<file path="src/rtl/stretcher_pkg.sv">
// shared constants, types and decode for the processor dma bus access stretcher
package stretcher_pkg;

  // processor clock generation
  localparam int CLK_IN_HZ = 12_000_000;
  localparam int CPU_CLK_DIV = 4;
  localparam int CPU_CLK_HZ = CLK_IN_HZ / CPU_CLK_DIV;

  // access sequence spacing in input clock periods
  localparam int ADDR_TO_STROBE = 2;
  localparam int STROBE_TO_STOP = 4;
  localparam int SEQ_CNT_W = 3;

  // bus widths
  localparam int CPU_ADDR_W = 16;
  localparam int BYTE_W = 8;
  localparam int BUF_ADDR_W = 13;
  localparam int DMA_DATA_W = 16;

  // processor address map, selected by the top nibble, buffers by the top three bits
  localparam logic [3:0] PAGE_REGS = 4'h1;
  localparam logic [3:0] PAGE_HOST_IF = 4'h2;
  localparam logic [3:0] PAGE_DDC = 4'h3;
  localparam logic [2:0] PAGE_BUF_LO = 3'h2;
  localparam logic [2:0] PAGE_BUF_HI = 3'h3;
  localparam int REG_SEL_BIT = 0;

  // control bit register fields
  localparam int CTRL_HEAD_LSB = 0;
  localparam int CTRL_HEAD_W = 3;
  localparam int CTRL_CMD_DATA = 3;
  localparam int CTRL_XFER_REQ = 4;
  localparam int CTRL_MEM_CLK = 5;
  localparam int CTRL_MEM_DATA = 6;
  localparam int CTRL_RG_DELAY = 7;
  localparam logic [7:0] CTRL_RESET = 8'h00;

  // clock state machine, gray along s0-s1-s2-s3, stretch one step from s3
  typedef enum logic [2:0] {
    CK_S0 = 3'b000,
    CK_S1 = 3'b001,
    CK_S2 = 3'b011,
    CK_S3 = 3'b010,
    CK_STRETCH = 3'b110
  } clk_state_t;

  typedef enum logic [2:0] {
    TGT_NONE,
    TGT_REGS,
    TGT_HOST_IF,
    TGT_DDC,
    TGT_BUF_LO,
    TGT_BUF_HI
  } target_t;

  typedef struct packed {
    logic [CPU_ADDR_W-1:0] addr;
    logic read;
    logic [BYTE_W-1:0] wdata;
  } cpu_access_t;

  typedef struct packed {
    logic cfg_status;
    logic attention;
    logic xfer_ack;
    logic ready;
    logic sector;
    logic index;
  } drive_status_t;

  // maps a processor address onto the device it selects
  function automatic target_t decode_target(input logic [CPU_ADDR_W-1:0] a);
    target_t t;
    t = TGT_NONE;
    if (a[15:12] == PAGE_REGS)
      t = TGT_REGS;
    else if (a[15:12] == PAGE_HOST_IF)
      t = TGT_HOST_IF;
    else if (a[15:12] == PAGE_DDC)
      t = TGT_DDC;
    else if (a[15:13] == PAGE_BUF_LO)
      t = TGT_BUF_LO;
    else if (a[15:13] == PAGE_BUF_HI)
      t = TGT_BUF_HI;
    return t;
  endfunction

  function automatic logic on_dma_bus(input target_t t);
    return (t == TGT_HOST_IF) || (t == TGT_DDC) || (t == TGT_BUF_LO) || (t == TGT_BUF_HI);
  endfunction

endpackage

</file>
<file path="src/rtl/access_sequencer.sv">
// grant driven phase sequencer for one processor access on the dma bus
`timescale 1ns/1ns
module access_sequencer
  import stretcher_pkg::*;
(
  // clock and reset
  input wire logic clk_sys,
  input wire logic rst,
  // arbiter grant
  input wire logic cpu_grant_active,
  // phases
  output logic addr_select_phase,
  output logic strobe_phase,
  output logic stretch_stop
);
  logic [SEQ_CNT_W-1:0] cnt;
  logic [SEQ_CNT_W-1:0] next_cnt;
  logic next_addr;
  logic next_strobe;
  logic next_stop;

  // counts input clocks from the address phase; grant low clears all
  always_comb
  begin
    next_cnt = cnt;
    next_addr = addr_select_phase;
    next_strobe = strobe_phase;
    next_stop = stretch_stop;
    if (!cpu_grant_active)
    begin
      next_cnt = '0;
      next_addr = 1'b0;
      next_strobe = 1'b0;
      next_stop = 1'b0;
    end
    else if (!addr_select_phase)
      next_addr = 1'b1;
    else if (!strobe_phase)
    begin
      next_cnt = cnt + 1'b1;
      if (cnt == SEQ_CNT_W'(ADDR_TO_STROBE - 1))
      begin
        next_strobe = 1'b1;
        next_cnt = '0;
      end
    end
    else if (!stretch_stop)
    begin
      next_cnt = cnt + 1'b1;
      if (cnt == SEQ_CNT_W'(STROBE_TO_STOP - 1))
        next_stop = 1'b1;
    end
  end

  always_ff @(posedge clk_sys or posedge rst)
  begin
    if (rst)
    begin
      cnt <= '0;
      addr_select_phase <= 1'b0;
      strobe_phase <= 1'b0;
      stretch_stop <= 1'b0;
    end
    else
    begin
      cnt <= next_cnt;
      addr_select_phase <= next_addr;
      strobe_phase <= next_strobe;
      stretch_stop <= next_stop;
    end
  end
endmodule

</file>
<file path="src/rtl/cpu_clock_gen.sv">
// quadrature processor clock generator with stretch on dma bus access
`timescale 1ns/1ns
module cpu_clock_gen
  import stretcher_pkg::*;
(
  // clock and reset
  input wire logic clk_sys,
  input wire logic rst,
  // access control
  input wire logic dma_access,
  input wire logic stretch_stop,
  // generated outputs
  output logic cpu_clk_a,
  output logic cpu_clk_b,
  output logic cpu_bus_request_n,
  output logic a_fall
);
  clk_state_t state;
  clk_state_t next_state;
  logic next_a;
  logic next_b;
  logic next_req_n;
  logic next_a_fall;

  // next state and registered clock levels
  always_comb
  begin
    next_state = state;
    case (state)
      CK_S0: next_state = CK_S1;
      CK_S1: next_state = CK_S2;
      // address and selects are settled with both clocks high
      CK_S2:
      begin
        if (!dma_access)
          next_state = CK_S3;
        else if (!stretch_stop)
          next_state = CK_S3;
      end
      CK_S3:
      begin
        if (dma_access)
          next_state = CK_STRETCH;
        else
          next_state = CK_S0;
      end
      CK_STRETCH:
      begin
        if (stretch_stop)
          next_state = CK_S0;
      end
      default: next_state = CK_S0;
    endcase
    next_a = (next_state == CK_S2) || (next_state == CK_S3) || (next_state == CK_STRETCH);
    next_b = (next_state == CK_S1) || (next_state == CK_S2);
    next_req_n = (next_state != CK_STRETCH);
    next_a_fall = (next_state == CK_S0) && (state != CK_S0);
  end

  // high in the last a-high cycle, while that cycle's address and data still stand;
  // a registered copy would land in the next processor cycle
  assign a_fall = next_a_fall;

  always_ff @(posedge clk_sys or posedge rst)
  begin
    if (rst)
    begin
      state <= CK_S0;
      cpu_clk_a <= 1'b0;
      cpu_clk_b <= 1'b0;
      cpu_bus_request_n <= 1'b1;
    end
    else
    begin
      state <= next_state;
      cpu_clk_a <= next_a;
      cpu_clk_b <= next_b;
      cpu_bus_request_n <= next_req_n;
    end
  end
endmodule

</file>
<file path="src/rtl/cpu_dma_bus_access_stretcher.sv">
// processor to dma bus bridge: clock stretch, strobes, selects and lane steering
`timescale 1ns/1ns
module cpu_dma_bus_access_stretcher
  import stretcher_pkg::*;
(
  // clock and reset
  input wire logic clk_sys,
  input wire logic rst,
  // processor side
  input wire stretcher_pkg::cpu_access_t cpu,
  output logic cpu_clk_a,
  output logic cpu_clk_b,
  output logic [stretcher_pkg::BYTE_W-1:0] cpu_rdata,
  output logic cpu_rdata_oe,
  // dma bus arbiter
  output logic cpu_bus_request_n,
  input wire logic cpu_grant_active,
  input wire logic local_dma_active,
  input wire logic remote_dma_active,
  input wire logic remote_upper_sel,
  // dma bus
  output logic [stretcher_pkg::BUF_ADDR_W-1:0] dma_addr,
  output logic dma_addr_oe,
  input wire logic [stretcher_pkg::DMA_DATA_W-1:0] dma_data_in,
  output logic [stretcher_pkg::DMA_DATA_W-1:0] dma_data_out,
  output logic [1:0] dma_data_oe,
  output logic dma_read_strobe_n,
  output logic dma_write_strobe_n,
  output logic cs_host_if_n,
  output logic cs_buf_lo_n,
  output logic cs_buf_hi_n,
  output logic bridge_xcvr_enable_n,
  output logic upper_xcvr_enable_n,
  // drive control and status
  input wire stretcher_pkg::drive_status_t drive_status,
  output logic [stretcher_pkg::BYTE_W-1:0] ctrl_bits
);
  import stretcher_pkg::*;

  target_t target;
  logic dma_access;
  logic addr_select_phase;
  logic strobe_phase;
  logic stretch_stop;
  logic a_fall;
  logic upper_lane;
  logic stop_seen;

  logic [BYTE_W-1:0] next_ctrl;
  logic [BYTE_W-1:0] next_rdata;
  logic next_rdata_oe;
  logic [BUF_ADDR_W-1:0] next_dma_addr;
  logic next_dma_addr_oe;
  logic [DMA_DATA_W-1:0] next_dma_data;
  logic [1:0] next_dma_oe;
  logic next_rd_n;
  logic next_wr_n;
  logic next_cs_host_n;
  logic next_cs_lo_n;
  logic next_cs_hi_n;
  logic next_bridge_n;
  logic next_upper_n;
  logic next_stop_seen;
  logic [BYTE_W-1:0] status_byte;
  logic granted;

  // address decode of the current processor cycle
  assign target = decode_target(cpu.addr);
  assign dma_access = on_dma_bus(target);
  // the upper buffer is the only processor target on the high byte lane
  assign upper_lane = (target == TGT_BUF_HI);
  // our access is live only from our address phase on, while the arbiter grants and no local transfer runs
  assign granted = cpu_grant_active && addr_select_phase && !local_dma_active;

  // status byte, unused upper bits read as zero
  assign status_byte = {2'b00, drive_status};

  cpu_clock_gen u_clock_gen (
    .clk_sys(clk_sys),
    .rst(rst),
    .dma_access(dma_access),
    .stretch_stop(stretch_stop),
    .cpu_clk_a(cpu_clk_a),
    .cpu_clk_b(cpu_clk_b),
    .cpu_bus_request_n(cpu_bus_request_n),
    .a_fall(a_fall)
  );

  // the sequencer relies on the arbiter holding grant until request is released
  access_sequencer u_sequencer (
    .clk_sys(clk_sys),
    .rst(rst),
    .cpu_grant_active(cpu_grant_active),
    .addr_select_phase(addr_select_phase),
    .strobe_phase(strobe_phase),
    .stretch_stop(stretch_stop)
  );

  // control bit register: a whole byte per write, taken as the a clock falls
  always_comb
  begin
    next_ctrl = ctrl_bits;
    if (a_fall && (target == TGT_REGS) && !cpu.read && (cpu.addr[REG_SEL_BIT] == 1'b0))
      next_ctrl = cpu.wdata;
  end

  // processor read data: registers locally, dma bus byte on the strobe
  always_comb
  begin
    next_rdata = cpu_rdata;
    next_rdata_oe = 1'b0;
    next_stop_seen = stop_seen;
    if (!cpu_grant_active)
      next_stop_seen = 1'b0;
    if (cpu.read && (target == TGT_REGS))
    begin
      next_rdata_oe = cpu_clk_a;
      if (cpu.addr[REG_SEL_BIT])
        next_rdata = status_byte;
      else
        next_rdata = ctrl_bits;
    end
    else if (cpu.read && dma_access)
    begin
      next_rdata_oe = cpu_clk_a;
      // capture every strobe phase cycle until the stop is seen, so the last strobe cycle's byte stands
      if (strobe_phase && !stop_seen && granted)
      begin
        if (upper_lane)
          next_rdata = dma_data_in[DMA_DATA_W-1:BYTE_W];
        else
          next_rdata = dma_data_in[BYTE_W-1:0];
      end
      if (stretch_stop)
        next_stop_seen = 1'b1;
    end
  end

  // dma bus address and write data drive
  always_comb
  begin
    next_dma_addr = dma_addr;
    next_dma_addr_oe = 1'b0;
    next_dma_data = dma_data_out;
    next_dma_oe = 2'b00;
    if (granted)
    begin
      next_dma_addr = cpu.addr[BUF_ADDR_W-1:0];
      next_dma_addr_oe = 1'b1;
      if (!cpu.read)
      begin
        // a processor write drives only the byte lane it targets
        if (upper_lane)
        begin
          next_dma_data = {cpu.wdata, {BYTE_W{1'b0}}};
          next_dma_oe = 2'b10;
        end
        else
        begin
          next_dma_data = {{BYTE_W{1'b0}}, cpu.wdata};
          next_dma_oe = 2'b01;
        end
      end
    end
  end

  // strobes and chip selects follow the address and strobe phases
  always_comb
  begin
    next_rd_n = 1'b1;
    next_wr_n = 1'b1;
    next_cs_host_n = 1'b1;
    next_cs_lo_n = 1'b1;
    next_cs_hi_n = 1'b1;
    if (granted)
    begin
      // the disc data controller decodes its own select
      next_cs_host_n = !(target == TGT_HOST_IF);
      next_cs_lo_n = !(target == TGT_BUF_LO);
      next_cs_hi_n = !(target == TGT_BUF_HI);
      // strobe stays down until the stop so the device sees one edge
      if (strobe_phase && !stretch_stop)
      begin
        next_rd_n = !cpu.read;
        next_wr_n = cpu.read;
      end
    end
  end

  // transceiver enables
  always_comb
  begin
    next_bridge_n = 1'b1;
    next_upper_n = 1'b1;
    // bridge opens only for a granted processor dma access, never for local
    if (granted && dma_access)
      next_bridge_n = 1'b0;
    if (local_dma_active)
      next_upper_n = 1'b0;
    else if (granted)
      next_upper_n = !upper_lane;
    else if (remote_dma_active)
      next_upper_n = !remote_upper_sel;
  end

  // control bit register
  always_ff @(posedge clk_sys or posedge rst)
  begin
    if (rst)
      ctrl_bits <= CTRL_RESET;
    else
      ctrl_bits <= next_ctrl;
  end

  // processor read data and its guard against captures after the stop
  always_ff @(posedge clk_sys or posedge rst)
  begin
    if (rst)
    begin
      cpu_rdata <= '0;
      cpu_rdata_oe <= 1'b0;
      stop_seen <= 1'b0;
    end
    else
    begin
      cpu_rdata <= next_rdata;
      cpu_rdata_oe <= next_rdata_oe;
      stop_seen <= next_stop_seen;
    end
  end

  // dma bus address and write data, released out of reset
  always_ff @(posedge clk_sys or posedge rst)
  begin
    if (rst)
    begin
      dma_addr <= '0;
      dma_addr_oe <= 1'b0;
      dma_data_out <= '0;
      dma_data_oe <= 2'b00;
    end
    else
    begin
      dma_addr <= next_dma_addr;
      dma_addr_oe <= next_dma_addr_oe;
      dma_data_out <= next_dma_data;
      dma_data_oe <= next_dma_oe;
    end
  end

  // strobes and selects idle high so reset never touches a device
  always_ff @(posedge clk_sys or posedge rst)
  begin
    if (rst)
    begin
      dma_read_strobe_n <= 1'b1;
      dma_write_strobe_n <= 1'b1;
      cs_host_if_n <= 1'b1;
      cs_buf_lo_n <= 1'b1;
      cs_buf_hi_n <= 1'b1;
    end
    else
    begin
      dma_read_strobe_n <= next_rd_n;
      dma_write_strobe_n <= next_wr_n;
      cs_host_if_n <= next_cs_host_n;
      cs_buf_lo_n <= next_cs_lo_n;
      cs_buf_hi_n <= next_cs_hi_n;
    end
  end

  // transceiver enables, both shut out of reset
  always_ff @(posedge clk_sys or posedge rst)
  begin
    if (rst)
    begin
      bridge_xcvr_enable_n <= 1'b1;
      upper_xcvr_enable_n <= 1'b1;
    end
    else
    begin
      bridge_xcvr_enable_n <= next_bridge_n;
      upper_xcvr_enable_n <= next_upper_n;
    end
  end
endmodule

</file>
<file path="config.mk">
export PLATFORM = sky130hd
export DESIGN_NAME = cpu_dma_bus_access_stretcher
export DESIGN_NICKNAME = d
export VERILOG_FILES = /design/src/rtl/stretcher_pkg.sv /design/src/rtl/access_sequencer.sv /design/src/rtl/cpu_clock_gen.sv /design/src/rtl/cpu_dma_bus_access_stretcher.sv
export SDC_FILE = /design/constraint.sdc
export NUM_CORES = 1
export LEC_CHECK = 0
export ABC_AREA = 1
export BUFFER_PORTS_ARGS = -buffer_cell sky130_fd_sc_hd__buf_2
export CAP_MARGIN = 20
export CORE_UTILIZATION = 49
export CTS_CLUSTER_SIZE = 24
export DETAILED_ROUTE_END_ITERATION = 10
export GPL_TIMING_DRIVEN = 0
export PLACE_DENSITY_LB_ADDON = 0.25
export SLEW_MARGIN = 20
export SYNTH_ARGS = -nofsm -noshare
export SYNTH_HDL_FRONTEND = slang
export SYNTH_SLANG_ARGS = --single-unit
</file>
<file path="constraint.sdc">
create_clock -name clk_sys -period 2.4 [get_ports clk_sys]
set_input_delay 0.24 -clock clk_sys [delete_from_list [all_inputs] [get_ports clk_sys]]
set_output_delay 0.24 -clock clk_sys [all_outputs]
set_load 0.01 [all_outputs]
</file>
==> results of run 1 <==
[cell families after synthesis]
family                     synth area share
AOI/OAI and AO/OA                     0.102
adders and majority gates            0.0127
buffers and inverters                0.0549
DFF                                   0.586
and+or+nand+nor                       0.244
[what timing repair did]
action	in CTS	in global routing
hold buffers	1	0
setup buffers	0	0
endpoints found under the hold margin	32	0
[registers in the layout, summed over array words and instances, names as in the netlist, 2 cells and up]
signal and flops:
dma_addr 13, cpu_rdata 8, u_clock_gen.state 3, dma_data_oe 2, u_sequencer.cnt 3, ctrl_bits 8, dma_data_out 16
[per-layer routing]
layer  vias up  wire length [microns]  GRT usage
met2        89                   3320      0.385
met4         0                    117     0.0750
met1      1256                   3360      0.334
li1       1327                      -          -
met5         -                      0          0
met3        11                    402     0.0594
[placed cells by master (no fill, tap or decap), drive strengths merged]
cell         synthesis  routed
nand2              104     104
nand4                3       3
nor2                32      32
clkinvlp             0       1
ha                   3       3
o22ai                2       2
inv                 32      32
clkbuf               4      16
o21bai               2       2
buf                  3     115
dfstp                8       8
dfrtp               61      61
bufinv               0       2
o31ai                1       1
clkinv               2       3
o21ai               44      44
a21boi               1       1
a21oi                5       5
nand3               30      30
dlygate4sd3          0       1
[final cells by class]
class | instances | area, sq um | share of cell area
Buffer | 7 | 32.5 | 0.00845
Clock buffer | 12 | 135 | 0.0351
Clock inverter | 4 | 72.6 | 0.0188
Inverter | 34 | 133 | 0.0344
Multi-Input combinational cell | 227 | 1060 | 0.277
Sequential cell | 69 | 1740 | 0.451
Tap cell | 72 | 90.1 | 0.0234
Timing Repair Buffer | 113 | 586 | 0.152
[power groups by stage]
stage                     clock network (mW)  registers, mW  logic (mW)
final                                   1.00           1.48       0.716
after global routing                    1.07           1.50       0.807
after CTS                               1.01           1.48       0.725
after detailed placement                   0           1.50       0.721
after global placement                     0           1.49       0.694
after floorplan                            0           1.57       0.326
[worst reg2reg max path: stages (launching register included)]
cell and delay (ns):
dfrtp_1 0.40, nand2_1 0.11, nor2_2 0.05, inv_1 0.12
clkbuf_1 0.43, o21ai_0 0.14, o21ai_0 0.10
[how the worst max path moves through the flow]
stage / start / cells after the start / slack, ns / end
floorplan: rst / 1 / 0.43 / cpu_rdata[0]
global placement: rst / 2 / -0.33 / cpu_rdata[2]
global route: u_sequencer.addr_select_phase / 6 / 0.83 / dma_data_out[0]
finish: u_sequencer.addr_select_phase / 6 / 0.95 / dma_data_out[0]
CTS: u_sequencer.addr_select_phase / 5 / 0.96 / dma_data_out[10]
detailed placement: cpu[24] / 6 / 0.85 / dma_data_out[10]
==> metrics.yaml, run 1 <==
design_area_sq_um: 3850
vdd_drop_max_mv: 0.509
cts_root_buf: "clkbuf_8"
worst_slack_ns: 0.953
grt_pass1_vias: 2559
fin_hold_ws_ns: 0.0763
dieArea_sq_um: 6360
hold_viol_final: 0
slowest_delay_ns: 0.43
netlist_top_cells_count: "nand2_1, dfrtp_1, o21ai_0"
cp-start-kind: "flip-flop"
yosysWarnings: 0
path_buf_inv: 2
routed_wirelength_microns: 7200
combPwrFrac: 0.224
async_flop_share: 1.00
fin_util: 0.678
portBuffers: 111
fp-row-count: 27
antenna_found_initial: 0
firstDrtPassIters: 4
worstSetupPathType: "reg2reg"
cp.arrival_ns: 1.69
n_fill_cell: 495
p_sw_mw: 0.965
setup_viol: 0
status: "finished, final reports clean"
grt-ovfl-total: 0
io_pins: 112
drc_errors: 0
worstHoldStart: "cpu_grant_active"
crit_fanout: 10
synth_edf_count: 0
min_to: "u_sequencer.addr_select_phase"
critical-path-top-delay-family: "buffers and inverters"
hold_path.class: "in2reg"
layout-drive-gt1-share: 0.322
cts_max_level: 3
r2r_setup_slack_ns: 0.95
clock_latency_ns: 0.33
die_y_microns: 79.8
routedWlPerCell_microns: 13.4
place_congestion: 0.818
ys.flop_type: "dfrtp_1"
ff2ff_path_depth: 6
grt_pass1_wl_microns: 11700
ys_seq_area_frac: 0.586
nNetsFinal: 517
syn_area_per_cell_sq_um: 8.80
power_frac_clock: 0.313
grt_max_degree: 38
ys_ff_latch: 69
start_util: 0.522
total_power_mw: 3.20
ctsResizeCount: 0
clkSinkCount: 69
core_region_area_sq_um: 5680
final.min_clock_period_ns: 1.45
die_w_microns: 79.8
internal_power_mw: 2.23
synth.cell_area_sq_um: 2960
dpl_worst_slack_ns: 0.849
dpl-instance-area_sq_um: 3630
rsz0062_at_grt: "false"
r2r-end: "dma_data_out[0]"
worstMarginPinSlew_ns: 0.514
swShare: 0.302
cap_violations: 0
worstPathCellList: "nand2_1 > nor2_2 > inv_1 > clkbuf_1 > o21ai_0 > o21ai_0"
grt_use_total: 0.244
first_iter_violations: 132
viasPerCell: 4.99
syn_inst: 337
maxSlewViolCount: 0
synth_area_leaders: "dfrtp_1, nand2_1, dfstp_2"
synth.distinct_cells: 27
yosysTopAreaCell: "dfrtp_1"
pwr_density_cell_nw_per_um2: 831
power.leakage_nw: 2.10
stdcell_count: 538
fin_skew_ns: 0.00525
placedCellCount: 521
n_antenna_cell: 0
fin_setup_tns_ns: 0
synth_fp_nets: 393
timing.fmax_mhz: 691
dp_hpwl_microns: 5380
critPathMostFrequentCell: "o21ai_0"
relSlewSlack: 0.657
cts_tree: "yes"
cp.required_ns: 2.64
vias: 2683
yosysMostFrequentCell: "nand2_1"
cts.path.max_buffers: 2
syn_to_final_growth_pct: 29.9
ant_nets: 0
clk_pin_slew_ns: 0.07
endpoint_kind: "flip-flop"
seqPwrFrac: 0.463
cp_slowest_cell: "clkbuf_1"
finalCritPeriodShare: 0.603
synth_top_area_share: 0.515
hold_depth: 1
cts_made_buffers: 9
r2r-start: "u_sequencer.addr_select_phase"
Note: power is estimated with default switching activity, not from simulation.
==> inputs of run 2 (changes only) <==
- CORE_UTILIZATION: 49 -> 44
- clock period: 2.4 -> 1.25 ns (I/O delays scaled with it)
==> run 2 against run 1 <==
  * Core utilization is 1.0 points lower
  * Highest routed layer unchanged
  * Largest cell class unchanged
  * Critical path depth stayed put
  * The flow now finishes with violations (DRC, setup timing)
  * Critical path type unchanged
  * Setup slack worse by 0.99 ns
==> metrics.yaml, run 2 (synthesis results as in run 1) <==
firstDrtPassIters: 9
routed_wirelength_microns: 8140
worst_slack_ns: -0.0355
largest_register_ffs: 16
n_antenna_cell: 0
clk_pin_slew_ns: 0.08
io_pins: 112
die_y_microns: 84.1
cp_slowest_cell: "dfrtp_1"
grt_use_total: 0.237
worstPathCellList: "nor2_2 > inv_1 > nand4_1 > buf_4 > nand2_1 > nand2_1"
cts.path.max_buffers: 2
clkSinkCount: 69
placedCellCount: 527
rsz0062_at_grt: "true"
start_util: 0.462
endpoint_kind: "flip-flop"
worstSetupPathType: "reg2reg"
worstMarginPinSlew_ns: 0.564
hold_viol_final: 0
final.min_clock_period_ns: 1.29
cap_violations: 0
stdcell_count: 565
drc_errors: 12
cts_max_level: 3
first_iter_violations: 133
slowest_delay_ns: 0.42
ant_nets: 0
cp-start-kind: "flip-flop"
maxSlewViolCount: 0
setup_viol: 9
place_congestion: 0.809
regMostFlops: "dma_data_out"
nNetsFinal: 539
fp-row-count: 29
die_w_microns: 84.1
cts_tree: "yes"
cts_made_buffers: 9
grt_pass1_wl_microns: 12900
timing.fmax_mhz: 778
status: "complete, but fails checks"
finalCritPeriodShare: 1.03
syn_to_final_growth_pct: 44.8
final_common_cell: "buf_2"
relSlewSlack: 0.623
grt_max_degree: 26
reg_top3: "dma_data_out x16, dma_addr x13"
grt-ovfl-total: 0
dp_hpwl_microns: 5530
critPathMostFrequentCell: "nand2_1"
fin_skew_ns: 0.0106
cts_root_buf: "clkbuf_8"
vdd_drop_max_mv: 0.923
violations: "DRC, setup timing"
cp.required_ns: 1.54
grt_pass1_vias: 2737
layout-drive-gt1-share: 0.398
portBuffers: 111
power.leakage_nw: 2.24
fin_hold_ws_ns: 0.00723
vias: 2861
crit_fanout: 8
cp.arrival_ns: 1.57
n_fill_cell: 542
r2r_setup_slack_ns: -0.04
antenna_found_initial: 0
hold_path.class: "in2reg"
routedWlPerCell_microns: 14.4
dieArea_sq_um: 7070
fin_util: 0.668
mostFrequentLayoutCells: "buf_2, nand2_1, dfrtp_1, inv_1, nand3_1"
viasPerCell: 5.06
clock_latency_ns: 0.34
pwr_density_cell_nw_per_um2: 1540
core_region_area_sq_um: 6420
-- run 2: cell types whose count changed in the layout (fill, tap and decap cells not counted), moves of 5 or more --
cell,delta
nand2_2,+6
o21ai_1,+18
nor2_1,-5
clkbuf_8,+5
buf_4,+7
dlygate4sd3_1,+12
clkbuf_1,-5
o21ai_0,-20
nand2_1,-5
-- run 2: final timing paths --
| check | start | to | depth (start not counted) |
|---|---|---|---|
| max | u_clock_gen.state[2] | ctrl_bits[7] | 6 |
| min | cpu[12] | dma_addr[3] | 3 |
| max reg2reg | u_clock_gen.state[2] | ctrl_bits[7] | 6 |
| min reg2reg | dma_addr[4] | dma_addr[4] | 2 |
| max in group asynchronous | rst | cs_host_if_n | 4 |
| min in group asynchronous | rst | dma_addr[7] | 3 |
-- run 2: layout make-up --
class	instances	area, sq um	area share
Buffer	7	62.6	0.0146
Clock buffer	13	169	0.0394
Tap cell	77	96.3	0.0224
Timing Repair Buffer	133	806	0.188
Multi-Input combinational cell	229	1220	0.284
Inverter	34	136	0.0318
Sequential cell	69	1740	0.405
Clock inverter	3	67.6	0.0157
-- run 2: stage by stage --
stage / total power, mW / TNS (ns) / setup slack [ns] / cell area (sq um)
after floorplan: 3.64 / 0 / 0.0483 / 2970
after global placement: 4.20 / -8.94 / -0.104 / 3620
after detailed placement: 4.27 / -4.75 / -0.167 / 3670
after CTS: 6.45 / 0 / 0.00231 / 4160
after global routing: 6.97 / -1.40 / -0.101 / 4290
final: 6.61 / -0.243 / -0.0355 / 4290
-- run 2: metal layers --
metal / part of all wire / track usage / up-vias
met5: 0 / 0 / -
met4: 0.021 / 0.0987 / 0
met3: 0.056 / 0.0504 / 16
met2: 0.48 / 0.371 / 84
met1: 0.45 / 0.320 / 1382
li1: - / - / 1379
-- run 2: power breakdown --
group | leakage [nW] | internal [mW] | switching (mW) | total [mW]
Clock | 0.116 | 1.29 | 0.817 | 2.11
Sequential | 0.874 | 2.63 | 0.227 | 2.85
Combinational | 1.25 | 0.674 | 0.974 | 1.65
-- run 2: worst max-delay path: cells and delay by family, from the launching register on --
kind                   cells  cell delay [ns]
buffers and inverters      2             0.27
DFF                        1             0.42
and+or+nand+nor            4             0.53
-- run 2: timing repair --
item	in CTS	in global routing
hold endpoints to repair	32	0
resized for setup	21	47
setup endpoints to repair	50	51
hold buffers	13	0
pin swaps	5	9
setup buffers	5	2
gates cloned	1	1
